[src/hw/udr_consts.svh]
/*
 constants of the serial data port block: register offsets, field positions,
 reset values and bus answers.
 assumes inclusion by the block's module, its bus checker and its bench.
*/
`ifndef UDR_CONSTS_SVH
`define UDR_CONSTS_SVH

// register byte offsets
`define UDR_OFF_DATA 8'h00
`define UDR_OFF_RSR 8'h04
`define UDR_OFF_DIV 8'h24
`define UDR_OFF_LCR 8'h2c
`define UDR_OFF_IMASK 8'h38
`define UDR_OFF_ISTAT 8'h3c

// line control fields
`define UDR_LCR_PEN 0
`define UDR_LCR_EVEN 1
`define UDR_LCR_STICK 2
`define UDR_LCR_FIFO 3

// status fields in a receive entry and in the rx status register
`define UDR_ST_FRM 0
`define UDR_ST_PAR 1
`define UDR_ST_BRK 2
`define UDR_ST_OE 3

// interrupt event bits
`define UDR_EV_RX 0
`define UDR_EV_FRM 1
`define UDR_EV_PAR 2
`define UDR_EV_BRK 3
`define UDR_EV_OE 4

// reset values
`define UDR_DIV_RST 16'h01b2
`define UDR_LCR_RST 4'h0
`define UDR_IMASK_RST 5'h00

// axi answers
`define UDR_RESP_OKAY 2'h0
`define UDR_RESP_SLVERR 2'h2

`endif

[src/hw/udr_pkg.sv]
/*
 types of the serial data port block: transmitter and receiver states.
 assumes nothing beyond a systemverilog compiler.
*/
package udr_pkg;

typedef enum logic [2:0] {
    TX_IDLE,
    TX_START,
    TX_DATA,
    TX_PAR,
    TX_STOP
} udr_tx_st_t;

typedef enum logic [2:0] {
    RX_IDLE,
    RX_START,
    RX_DATA,
    RX_PAR,
    RX_STOP,
    RX_BRK
} udr_rx_st_t;

endpackage

[src/hw/udr_data_port.sv]
/*
 serial port data path: axi4-lite slave, transmit and receive fifos, the
 bit-level transmitter and receiver, receive error flags and an interrupt.
 assumes one clock, a synchronous active-high reset, rxd from a pin
 (synchronised here) and 8 data bits with one stop bit.
*/
// Chosen here: the AXI4-Lite register port and the address map.
//////////////////////////////////////////////////////////////////////////////
// Contract
// - fifo mode: data write pushes tx fifo
// - no fifo: one tx holding entry
// - write starts start/data/parity/stop frame
// - fifo mode: rx byte+4 flags, 12 bits
// - no fifo: one rx holding entry
// - data bits 7:0 rx/tx, 31:12 reserved
// - overrun set when rx fifo full
// - overrun cleared when char fits again
// - break set after low whole frame
// - break loads one zero character only
// - after break wait high then start
// - parity flag on odd/even/stick mismatch; not set on a break here
// - framing flag when stop bit low; not set on a break here
// - fifo mode: flags travel with head char
// - status flags follow last data read
// - overrun in status set immediately
// - fifo enable bit selects fifo mode
`timescale 1ns/1ps
`include "udr_consts.svh"

module udr_data_port
    import udr_pkg::*;
#(
    parameter int TX_DEPTH = 32,
    parameter int RX_DEPTH = 32
) (
    input wire logic clk,
    input wire logic rst,
    input wire logic awvalid,
    output logic awready,
    input wire logic [31:0] awaddr,
    input wire logic wvalid,
    output logic wready,
    input wire logic [31:0] wdata,
    input wire logic [3:0] wstrb,
    output logic bvalid,
    input wire logic bready,
    output logic [1:0] bresp,
    input wire logic arvalid,
    output logic arready,
    input wire logic [31:0] araddr,
    output logic rvalid,
    input wire logic rready,
    output logic [31:0] rdata,
    output logic [1:0] rresp,
    input wire logic rxd,
    output logic txd,
    output logic irq
);

localparam int TAW = $clog2(TX_DEPTH);
localparam int RAW = $clog2(RX_DEPTH);

typedef struct packed {
    logic awv;
    logic [7:0] aw;
    logic wv;
    logic [31:0] wd;
    logic [3:0] ws;
    logic bv;
    logic [1:0] br;
    logic rv;
    logic [31:0] rd;
    logic [1:0] rr;
    logic [3:0] lcr;
    logic [15:0] div;
    logic [4:0] imask;
    logic [4:0] istat;
    logic [TX_DEPTH-1:0][7:0] tm;
    logic [TAW-1:0] twp;
    logic [TAW-1:0] trp;
    logic [TAW:0] tcnt;
    logic [RX_DEPTH-1:0][11:0] rm;
    logic [RAW-1:0] rwp;
    logic [RAW-1:0] rrp;
    logic [RAW:0] rcnt;
    logic oe;
    logic [2:0] rsr;
    logic rx1;
    logic rx2;
    udr_tx_st_t tst;
    logic [15:0] tc;
    logic [2:0] tb;
    logic [7:0] tsh;
    logic tpar;
    logic txd;
    udr_rx_st_t rst_;
    logic [15:0] rc;
    logic [2:0] rb;
    logic [7:0] rsh;
    logic rpar;
} udr_state_t;

udr_state_t s;
udr_state_t next_s;

//////////////////////////////////////////////////////////////////////////////

function automatic logic exp_par(input logic [3:0] l, input logic [7:0] d);
    if (l[`UDR_LCR_STICK]) begin
        exp_par = ~l[`UDR_LCR_EVEN];
    end else begin
        exp_par = l[`UDR_LCR_EVEN] ? ^d : ~^d;
    end
endfunction

always_comb begin
    logic tx_full;
    logic rx_full;
    logic tx_push;
    logic tx_pop;
    logic rx_push;
    logic rx_pop;
    logic [11:0] rx_word;
    logic [11:0] head;
    logic [4:0] ev;
    logic [4:0] clr;
    logic bit_end;
    logic brk;
    logic fifo_enable_bit;
    next_s = s;
    tx_push = 1'b0;
    tx_pop = 1'b0;
    rx_push = 1'b0;
    rx_pop = 1'b0;
    rx_word = 12'h000;
    ev = 5'h00;
    clr = 5'h00;
    brk = 1'b0;
    bit_end = 1'b0;
    head = s.rm[s.rrp];
    fifo_enable_bit = s.lcr[`UDR_LCR_FIFO];
    tx_full = fifo_enable_bit ? (s.tcnt == (TAW+1)'(TX_DEPTH)) : (s.tcnt != '0);
    rx_full = fifo_enable_bit ? (s.rcnt == (RAW+1)'(RX_DEPTH)) : (s.rcnt != '0);
    next_s.rx1 = rxd;
    next_s.rx2 = s.rx1;

    // write channel capture
    if (awvalid && !s.awv) begin
        next_s.awv = 1'b1;
        next_s.aw = awaddr[7:0];
    end
    if (wvalid && !s.wv) begin
        next_s.wv = 1'b1;
        next_s.wd = wdata;
        next_s.ws = wstrb;
    end
    if (s.bv && bready) begin
        next_s.bv = 1'b0;
    end
    if (s.awv && s.wv && !s.bv) begin
        next_s.awv = 1'b0;
        next_s.wv = 1'b0;
        next_s.bv = 1'b1;
        next_s.br = `UDR_RESP_OKAY;
        unique case (s.aw)
            `UDR_OFF_DATA: begin
                if (s.ws[0] && !tx_full) begin
                    tx_push = 1'b1;
                end
            end
            `UDR_OFF_RSR: begin
                next_s.rsr = 3'h0;
                next_s.oe = 1'b0;
            end
            `UDR_OFF_DIV: begin
                if (s.ws[0]) begin
                    next_s.div[7:0] = s.wd[7:0];
                end
                if (s.ws[1]) begin
                    next_s.div[15:8] = s.wd[15:8];
                end
            end
            `UDR_OFF_LCR: begin
                if (s.ws[0]) begin
                    next_s.lcr = s.wd[3:0];
                end
            end
            `UDR_OFF_IMASK: begin
                if (s.ws[0]) begin
                    next_s.imask = s.wd[4:0];
                end
            end
            `UDR_OFF_ISTAT: begin
                if (s.ws[0]) begin
                    clr = s.wd[4:0];
                end
            end
            default: begin
                next_s.br = `UDR_RESP_SLVERR;
            end
        endcase
    end

    // read channel
    if (s.rv && rready) begin
        next_s.rv = 1'b0;
    end
    if (arvalid && !s.rv) begin
        next_s.rv = 1'b1;
        next_s.rr = `UDR_RESP_OKAY;
        next_s.rd = 32'h0000_0000;
        unique case (araddr[7:0])
            `UDR_OFF_DATA: begin
                if (s.rcnt != '0) begin
                    next_s.rd = {20'h00000, head};
                    rx_pop = 1'b1;
                    next_s.rsr = head[10:8];
                end
            end
            `UDR_OFF_RSR: begin
                next_s.rd = {28'h0000000, s.oe, s.rsr};
            end
            `UDR_OFF_DIV: begin
                next_s.rd = {16'h0000, s.div};
            end
            `UDR_OFF_LCR: begin
                next_s.rd = {28'h0000000, s.lcr};
            end
            `UDR_OFF_IMASK: begin
                next_s.rd = {27'h0000000, s.imask};
            end
            `UDR_OFF_ISTAT: begin
                next_s.rd = {27'h0000000, s.istat};
            end
            default: begin
                next_s.rr = `UDR_RESP_SLVERR;
            end
        endcase
    end

    //////////////////////////////////////////////////////////////////////////
    // transmitter
    bit_end = (s.tc == s.div - 16'h0001) || (s.div == 16'h0000);
    next_s.tc = bit_end ? 16'h0000 : s.tc + 16'h0001;
    unique case (s.tst)
        TX_IDLE: begin
            next_s.tc = 16'h0000;
            if (s.tcnt != '0) begin
                tx_pop = 1'b1;
                next_s.tsh = s.tm[s.trp];
                next_s.tpar = exp_par(s.lcr, s.tm[s.trp]);
                next_s.txd = 1'b0;
                next_s.tst = TX_START;
            end
        end
        TX_START: begin
            if (bit_end) begin
                next_s.txd = s.tsh[0];
                next_s.tb = 3'h0;
                next_s.tst = TX_DATA;
            end
        end
        TX_DATA: begin
            if (bit_end) begin
                next_s.tsh = {1'b0, s.tsh[7:1]};
                next_s.tb = s.tb + 3'h1;
                if (s.tb == 3'h7) begin
                    next_s.txd = s.lcr[`UDR_LCR_PEN] ? s.tpar : 1'b1;
                    next_s.tst = s.lcr[`UDR_LCR_PEN] ? TX_PAR : TX_STOP;
                end else begin
                    next_s.txd = s.tsh[1];
                end
            end
        end
        TX_PAR: begin
            if (bit_end) begin
                next_s.txd = 1'b1;
                next_s.tst = TX_STOP;
            end
        end
        TX_STOP: begin
            if (bit_end) begin
                next_s.tst = TX_IDLE;
            end
        end
    endcase

    //////////////////////////////////////////////////////////////////////////
    // receiver, reads only the second sync stage
    bit_end = (s.rc == s.div - 16'h0001) || (s.div == 16'h0000);
    next_s.rc = bit_end ? 16'h0000 : s.rc + 16'h0001;
    unique case (s.rst_)
        RX_IDLE: begin
            next_s.rc = 16'h0000;
            if (!s.rx2) begin
                next_s.rst_ = RX_START;
            end
        end
        RX_START: begin
            // mid-bit recheck rejects glitches
            if (s.rc == {1'b0, s.div[15:1]}) begin
                next_s.rc = 16'h0000;
                next_s.rb = 3'h0;
                next_s.rst_ = s.rx2 ? RX_IDLE : RX_DATA;
            end
        end
        RX_DATA: begin
            if (bit_end) begin
                next_s.rsh = {s.rx2, s.rsh[7:1]};
                next_s.rb = s.rb + 3'h1;
                if (s.rb == 3'h7) begin
                    next_s.rst_ = s.lcr[`UDR_LCR_PEN] ? RX_PAR : RX_STOP;
                end
            end
        end
        RX_PAR: begin
            if (bit_end) begin
                next_s.rpar = s.rx2;
                next_s.rst_ = RX_STOP;
            end
        end
        RX_STOP: begin
            if (bit_end) begin
                brk = !s.rx2 && (s.rsh == 8'h00) && !(s.lcr[`UDR_LCR_PEN] && s.rpar);
                rx_word[7:0] = s.rsh;
                rx_word[8+`UDR_ST_BRK] = brk;
                rx_word[8+`UDR_ST_FRM] = !s.rx2 && !brk;
                rx_word[8+`UDR_ST_PAR] = s.lcr[`UDR_LCR_PEN] && !brk && (s.rpar != exp_par(s.lcr, s.rsh));
                rx_word[8+`UDR_ST_OE] = s.oe;
                next_s.rst_ = brk ? RX_BRK : RX_IDLE;
                if (rx_full) begin
                    ev[`UDR_EV_OE] = 1'b1;
                end else begin
                    rx_push = 1'b1;
                    ev[`UDR_EV_RX] = 1'b1;
                    ev[`UDR_EV_FRM] = rx_word[8+`UDR_ST_FRM];
                    ev[`UDR_EV_PAR] = rx_word[8+`UDR_ST_PAR];
                    ev[`UDR_EV_BRK] = brk;
                end
            end
        end
        RX_BRK: begin
            next_s.rc = 16'h0000;
            if (s.rx2) begin
                next_s.rst_ = RX_IDLE;
            end
        end
        default: begin
            next_s.rst_ = RX_IDLE;
        end
    endcase

    //////////////////////////////////////////////////////////////////////////
    // fifo storage and counts
    if (tx_push) begin
        next_s.tm[s.twp] = s.wd[7:0];
        next_s.twp = s.twp + TAW'(1);
    end
    if (tx_pop) begin
        next_s.trp = s.trp + TAW'(1);
    end
    next_s.tcnt = s.tcnt + (TAW+1)'(tx_push) - (TAW+1)'(tx_pop);
    // byte and four flags, one entry
    if (rx_push) begin
        next_s.rm[s.rwp] = rx_word;
        next_s.rwp = s.rwp + RAW'(1);
        next_s.oe = 1'b0;
    end
    if (rx_pop) begin
        next_s.rrp = s.rrp + RAW'(1);
    end
    next_s.rcnt = s.rcnt + (RAW+1)'(rx_push) - (RAW+1)'(rx_pop);
    if (ev[`UDR_EV_OE]) begin
        next_s.oe = 1'b1;
    end
    // sticky events, set beats clear
    next_s.istat = (s.istat & ~clr) | ev;
end

always_ff @(posedge clk) begin
    if (rst) begin
        s <= '0;
        s.lcr <= `UDR_LCR_RST;
        s.div <= `UDR_DIV_RST;
        s.imask <= `UDR_IMASK_RST;
        s.txd <= 1'b1;
        s.rx1 <= 1'b1;
        s.rx2 <= 1'b1;
        s.tst <= TX_IDLE;
        s.rst_ <= RX_IDLE;
    end else begin
        s <= next_s;
    end
end

// no new write is taken while its answer stands
assign awready = !s.awv && !s.bv;
assign wready = !s.wv && !s.bv;
assign bvalid = s.bv;
assign bresp = s.br;
assign arready = !s.rv;
assign rvalid = s.rv;
assign rdata = s.rd;
assign rresp = s.rr;
assign txd = s.txd;
assign irq = |(s.istat & s.imask);

endmodule

[config.mk]
export PLATFORM = sky130hd
export DESIGN_NAME = udr_data_port
export DESIGN_NICKNAME = d
export VERILOG_FILES = /design/src/hw/udr_pkg.sv /design/src/hw/udr_data_port.sv
export VERILOG_INCLUDE_DIRS = /design/src /design/src/hw
export SDC_FILE = /design/constraint.sdc
export NUM_CORES = 2
export LEC_CHECK = 0
export BUFFER_PORTS_ARGS = -buffer_cell sky130_fd_sc_hd__buf_2
export CAP_MARGIN = 20
export CORE_MARGIN = 5
export CORE_UTILIZATION = 65
export DETAILED_ROUTE_END_ITERATION = 12
export PLACE_DENSITY = 0.79
export SLEW_MARGIN = 20
export SYNTH_ARGS = -nofsm -noshare
export SYNTH_HDL_FRONTEND = slang
export SYNTH_SLANG_ARGS = --single-unit
[constraint.sdc]
create_clock -name clk -period 6.05 [get_ports clk]
set_input_delay 1.21 -clock clk [delete_from_list [all_inputs] [get_ports clk]]
set_output_delay 1.21 -clock clk [all_outputs]
set_load 0.05 [all_outputs]
# Word level (Yosys, flattened, before mapping)
# Index checks and enable logic that the tools add are counted.
# op_classes
addsub	13
order_cmp	6
n_eq_ne	40
mux	85
bitwise_logic	5
reduce_logical	68
# op_table
op	n
bitwise mux 384 bit	1
bitwise mux 256 bit	1
case mux 32 bit (6 select lines)	1
equality test 8 x 6 -> 1 bit, second input constant	8
binary-select mux 12 bit (select 5 bit)	1
demux 12 bit (select 5 bit)	1
2-to-1 mux 12 bit	5
2-to-1 mux 3 bit	18
binary-select mux 8 bit (select 5 bit)	1
demux 8 bit (select 5 bit)	1
2-to-1 mux 35 bit	1
adder 16 x 1 -> 16 bit, second input constant	2
equality test 16 bit	2
case mux 16 bit (2 select lines)	1
2-to-1 mux 1 bit	29
!= test 2 bit, second input constant	13
2-to-1 mux 5 bit	5
zero test 8 bit	3
less-than comparator 5 x 6 -> 1 bit, second input constant	4
2-to-1 mux 11 bit	2
2-to-1 mux 22 bit	1
AND reduction 3 bit	7
adder 5 x 1 -> 5 bit, second input constant	4
logical AND 1 bit	18
44 further kinds	87
# totals
regBits	837
input_bits	108
out_inout_bits	43
wordCells	317

# Logic depth before layout (Yosys ltp)
# depth
ltp_word	12
mapped_depth	22
ltp_nobuf	20

# Worst setup path after synthesis
# OpenSTA, ideal clock, no wires.
# synth_path
path_type	input -> register
from	input port araddr[4]
to	register s[74] (netlist name)
setup_ns	0.128
arrival_time_ns	3.908
slack_ns	2.014
cell_stages	14
cell_sequence	clkbuf_1 -> nor2_1 -> nor4b_1 -> nand4_1 -> nor2_1 -> ha_1 -> inv_1 -> ha_1 -> a21o_1 -> a21oi_1 -> o21bai_1 -> a21oi_1 -> xnor2_1 -> nor2_1
# synth_via
elab_chain_cells	4
# synth_lines
element	line_no	text
start, declared	udr_data_port.sv:50	input wire logic [31:0] araddr,
zero test 8 bit	udr_data_port.sv:212	unique case (araddr[7:0])
2-to-1 mux 1 bit	udr_data_port.sv:212	
2-to-1 mux 1 bit	udr_data_port.sv:208	if (arvalid && !s.rv) begin
subtractor 6 x 1 -> 6 bit	udr_data_port.sv:372	next_s.rcnt = s.rcnt + (RAW+1)'(rx_push) - (RAW+1)'(rx_pop);
end signal, assigned	udr_data_port.sv:392	s <= next_s;
end, declared	udr_data_port.sv:103	udr_state_t s;
# Every way passes these cells.
# A chain may end at the register's enable or synchronous reset.

# Worst setup path after layout
# layout_path
from	register s[758] (netlist name)
to	register s[410] (netlist name)
# layout_via
elab_chain_cells	6
word_cells_on_any_way	9
# layout_lines
element	line_no	text
subtractor 16 x 1 -> 16 bit	udr_data_port.sv:290	bit_end = (s.rc == s.div - 16'h0001) || (s.div == 16'h0000);
equality test 16 bit	udr_data_port.sv:290	
logical OR 1 bit (*)	udr_data_port.sv:290	
2-to-1 mux 12 bit	udr_data_port.sv:323	if (bit_end) begin
2-to-1 mux 12 bit	udr_data_port.sv:292	unique case (s.rst_)
bitwise mux 384 bit	udr_data_port.sv:365	next_s.rm[s.rwp] = rx_word;
# Every way passes the cells marked *; elsewhere a longest branch is shown, timed or not.

==> qor.yml <==
detailed_routing:
  ant_nets: 0
  drc_errors: 0
  drtIter0Drc: 3490
  wl_um: 99520
  vias: 30530
  first_pass_iters: 6
  avgViaCountPerCell: 6.480
  detail_route.wl_per_cell_um: 21.12
pwr:
  ir_drop_mv: 0.2898
  internal_power_uw: 8933
  power.density_nw_per_um2: 294.9
  seqPwrFrac_pct: 47.7
  switchingPower_uw: 2748
  p_leak_uw: 0.01292
  switching_share_pct: 23.53
  comb_power_share_pct: 6.0
  clkPwrFrac_pct: 46.2
worst_setup_path:
  r2r_cells: 10
  crit_chain: "or4_1 > nor3_1 > mux2i_1 > mux2i_1 > o21ai_1 > a31oi_4 > nor3_2 > nand2_1 > buf_4 > o21ai_0"
  cp_slowest_stage_delay_ns: 0.79
  crit_path_top_delay_cell: "or4_1"
  r2r_end: "s[410]"
  worstPathRequired_ns: 6.58
  path_delay_family: "simple AND/OR/NAND/NOR gates"
  worst_path_most_repeated_cell: "mux2i_1"
  critical_path_buf_inv_count: 1
  rr_startpoint: "s[758]"
  worstSetupStartpointType: "register"
  regToRegSetupSlack_ns: 1.42
  end_kind: "register"
  cp.arrival_ns: 5.16
  cp_max_fo: 20
  crit_type: "reg -> reg"
flow_run:
  cap_violations: 0
sta:
  slew_headroom_pct: 21.90
  fmax_mhz: 216.2
  final.setup_skew_ns: 0.02304
  slew_violations: 0
  period_minus_slack_ns: 4.626
  rsz0062_at_grt: "no"
  tns_ns: 0
  setup_viol: 0
  fin_crit_sh_pct: 76.46
  hold_violations: 0
  worst_pin_slew_ns: 1.170
floorplan:
  die_y_um: 248.1
  core-area_um2: 56280
  ios: 151
  die_area_um2: 61550
  fp.dieW_um: 248.1
  rows: 87
  initial_utilization_pct: 65.48
grt:
  grt_max_degree: 205
  grt_use_total_pct: 31.36
  grt_pass1_wl_um: 156800
  antenna_found_initial: 1
  overflow: 0
  grt_pass1_vias: 28730
clock_network:
  numCtsBuffers: 82
  cts-htree-levels: 3
  cts_sinks: 819
  clock-root-buffer: "clkbuf_16"
  cts_resized: 0
  clk_latency_ns: 0.65
  cts_setup_buffers: 0
  cts_buffer_depth: 3
  cts_tree: "yes"
  hold_buffers: 0
  path_clk_slew_ns: 0.06
logic_synthesis:
  ys_types: 78
  synth_edf_count: 0
  synth_top_flop_cell: "dfxtp_1"
  yosys_warnings: 0
  seq_area_frac_synth_pct: 44.49
  yosys_register_bits: 819
  synthArstFlopShare_pct: 0
  synth_cells: 4118
  synth.avg_cell_area_um2: 8.948
  synth.cell_area_um2: 36850
min_path:
  min_from: "rdata[12]"
  hold_class: "reg -> reg"
  min_path_cells: 2
  hold_end: "rdata[12]"
placed_design:
  port_buffers: 66
  routabilityCongestion: 0.9190
  placedCellCount: 4562
  dp_hpwl_um: 59540
final_layout:
  drive_gt1_share_pct: 12.11
  fin_nets: 4039
  syn_to_final_growth_pct: 7.490
  final_util_pct: 70.38
  instances_no_fill: 4711
  fillerInstances: 4272
run_status:
  status: "complete, no violations"
-- worst max path at each step --
stage | startpoint | end | slack, ns | depth (start not counted)
final | s[758] | s[410] | 1.42 | 10
after global routing | s[758] | s[434] | 1.14 | 10
after floorplan | araddr[4] | s[74] | 2.01 | 14
after CTS | s[758] | s[266] | 1.49 | 10
after detailed placement | araddr[4] | s[74] | 1.15 | 14
after global placement | araddr[4] | s[74] | 1.20 | 14
-- per-layer routing --
| layer | part of all wire (%) | track usage, % | up-vias |
|---|---|---|---|
| met4 | 4.2 | 13.05 | 0 |
| met5 | 0 | 0 | - |
| met3 | 8.1 | 5.365 | 266 |
| met2 | 47 | 50.96 | 1373 |
| met1 | 40 | 41.94 | 14760 |
| li1 | - | - | 14130 |
-- synthesized netlist by cell type (39+ instances only) --
| cell | n | area (um^2) |
|---|---|---|
| o21ai_0 | 537 | 2688 |
| inv_1 | 48 | 180.2 |
| ha_1 | 39 | 488.0 |
| mux4_2 | 168 | 3784 |
| clkbuf_2 | 41 | 205.2 |
| nor2_1 | 211 | 792.0 |
| a21oi_1 | 331 | 1657 |
| nand2_1 | 394 | 1479 |
| xnor2_1 | 54 | 473.0 |
| mux2i_1 | 82 | 820.8 |
| buf_4 | 41 | 307.8 |
| xor2_1 | 61 | 534.3 |
| dfxtp_1 | 819 | 16400 |
| nand3_1 | 487 | 2437 |
| buf_1 | 59 | 221.5 |
| clkbuf_1 | 239 | 897.1 |
| buf_2 | 63 | 315.3 |
| o21ai_1 | 130 | 650.6 |
-- flip-flops by register name (all words and copies together), names as in the netlist --
name	cells
rdata	16
bresp	1
txd	1
bvalid	1
next_s	1
rresp	1
rvalid	1
s	797
-- through the flow --
step	hold slack [ns]	power [uW]	area, um^2	worst slack, ns
final	0.4544	11680	39610	1.424
after global placement	0.4374	6379	36710	1.198
after CTS	0.4522	11700	39590	1.490
after floorplan	0.3895	6233	36910	2.014
after global routing	0.4770	12020	39610	1.143
after detailed placement	0.4447	6390	36710	1.146
-- power by group through the flow --
stage	clock network, uW	logic, uW	registers, uW
after floorplan	0	645	5590
after global placement	0	683	5700
after detailed placement	0	693	5700
after CTS	5430	699	5580
after global routing	5670	767	5590
final	5400	706	5580
-- final cells by class --
type                            count  area (um^2)  area share (%)
Antenna cell                        1        2.502        0.006318
Clock buffer                      122         2476           6.251
Clock inverter                     26        407.9           1.030
Inverter                           49        191.4          0.4833
Multi-Input combinational cell   2820        18380           46.40
Sequential cell                   819        16410           41.43
Tap cell                          756        945.9           2.388
Timing Repair Buffer              118        793.3           2.003
-- cells by family (layout without fill, tap and decap cells) --
group	Yosys count	after routing	synth area share, %
adder cells (fa/ha/maj)	41	41	1.433
multiplexers	263	263	12.89
other	1	19	0.01018
AND/OR/NAND/NOR	1255	1255	15.97
AO/OA/AOI/OAI	1123	1123	16.25
buffers and inverters	496	315	5.905
flip-flops	819	819	44.49
XOR/XNOR	120	120	3.039
-- cells in the final DEF, fill, tap and decap left out, types with 54 or more instances in the layout --
master     instances
dfxtp_1          814
buf_2             65
nand2_1          390
mux4_2           168
o21ai_0          537
nand3_1          487
nor2_1           211
xnor2_1           54
mux2i_1           82
o21ai_1          130
clkbuf_16         85
xor2_1            61
a21oi_1          331
-- worst register-to-register path, cell delays in order (launching register included) --
cell	delay, ns
dfxtp_1	0.46
or4_1	0.80
nor3_1	0.48
mux2i_1	0.24
mux2i_1	0.08
o21ai_1	0.47
a31oi_4	0.24
nor3_2	0.55
nand2_1	0.58
buf_4	0.41
o21ai_0	0.21
(Power assumes the default switching activity.)
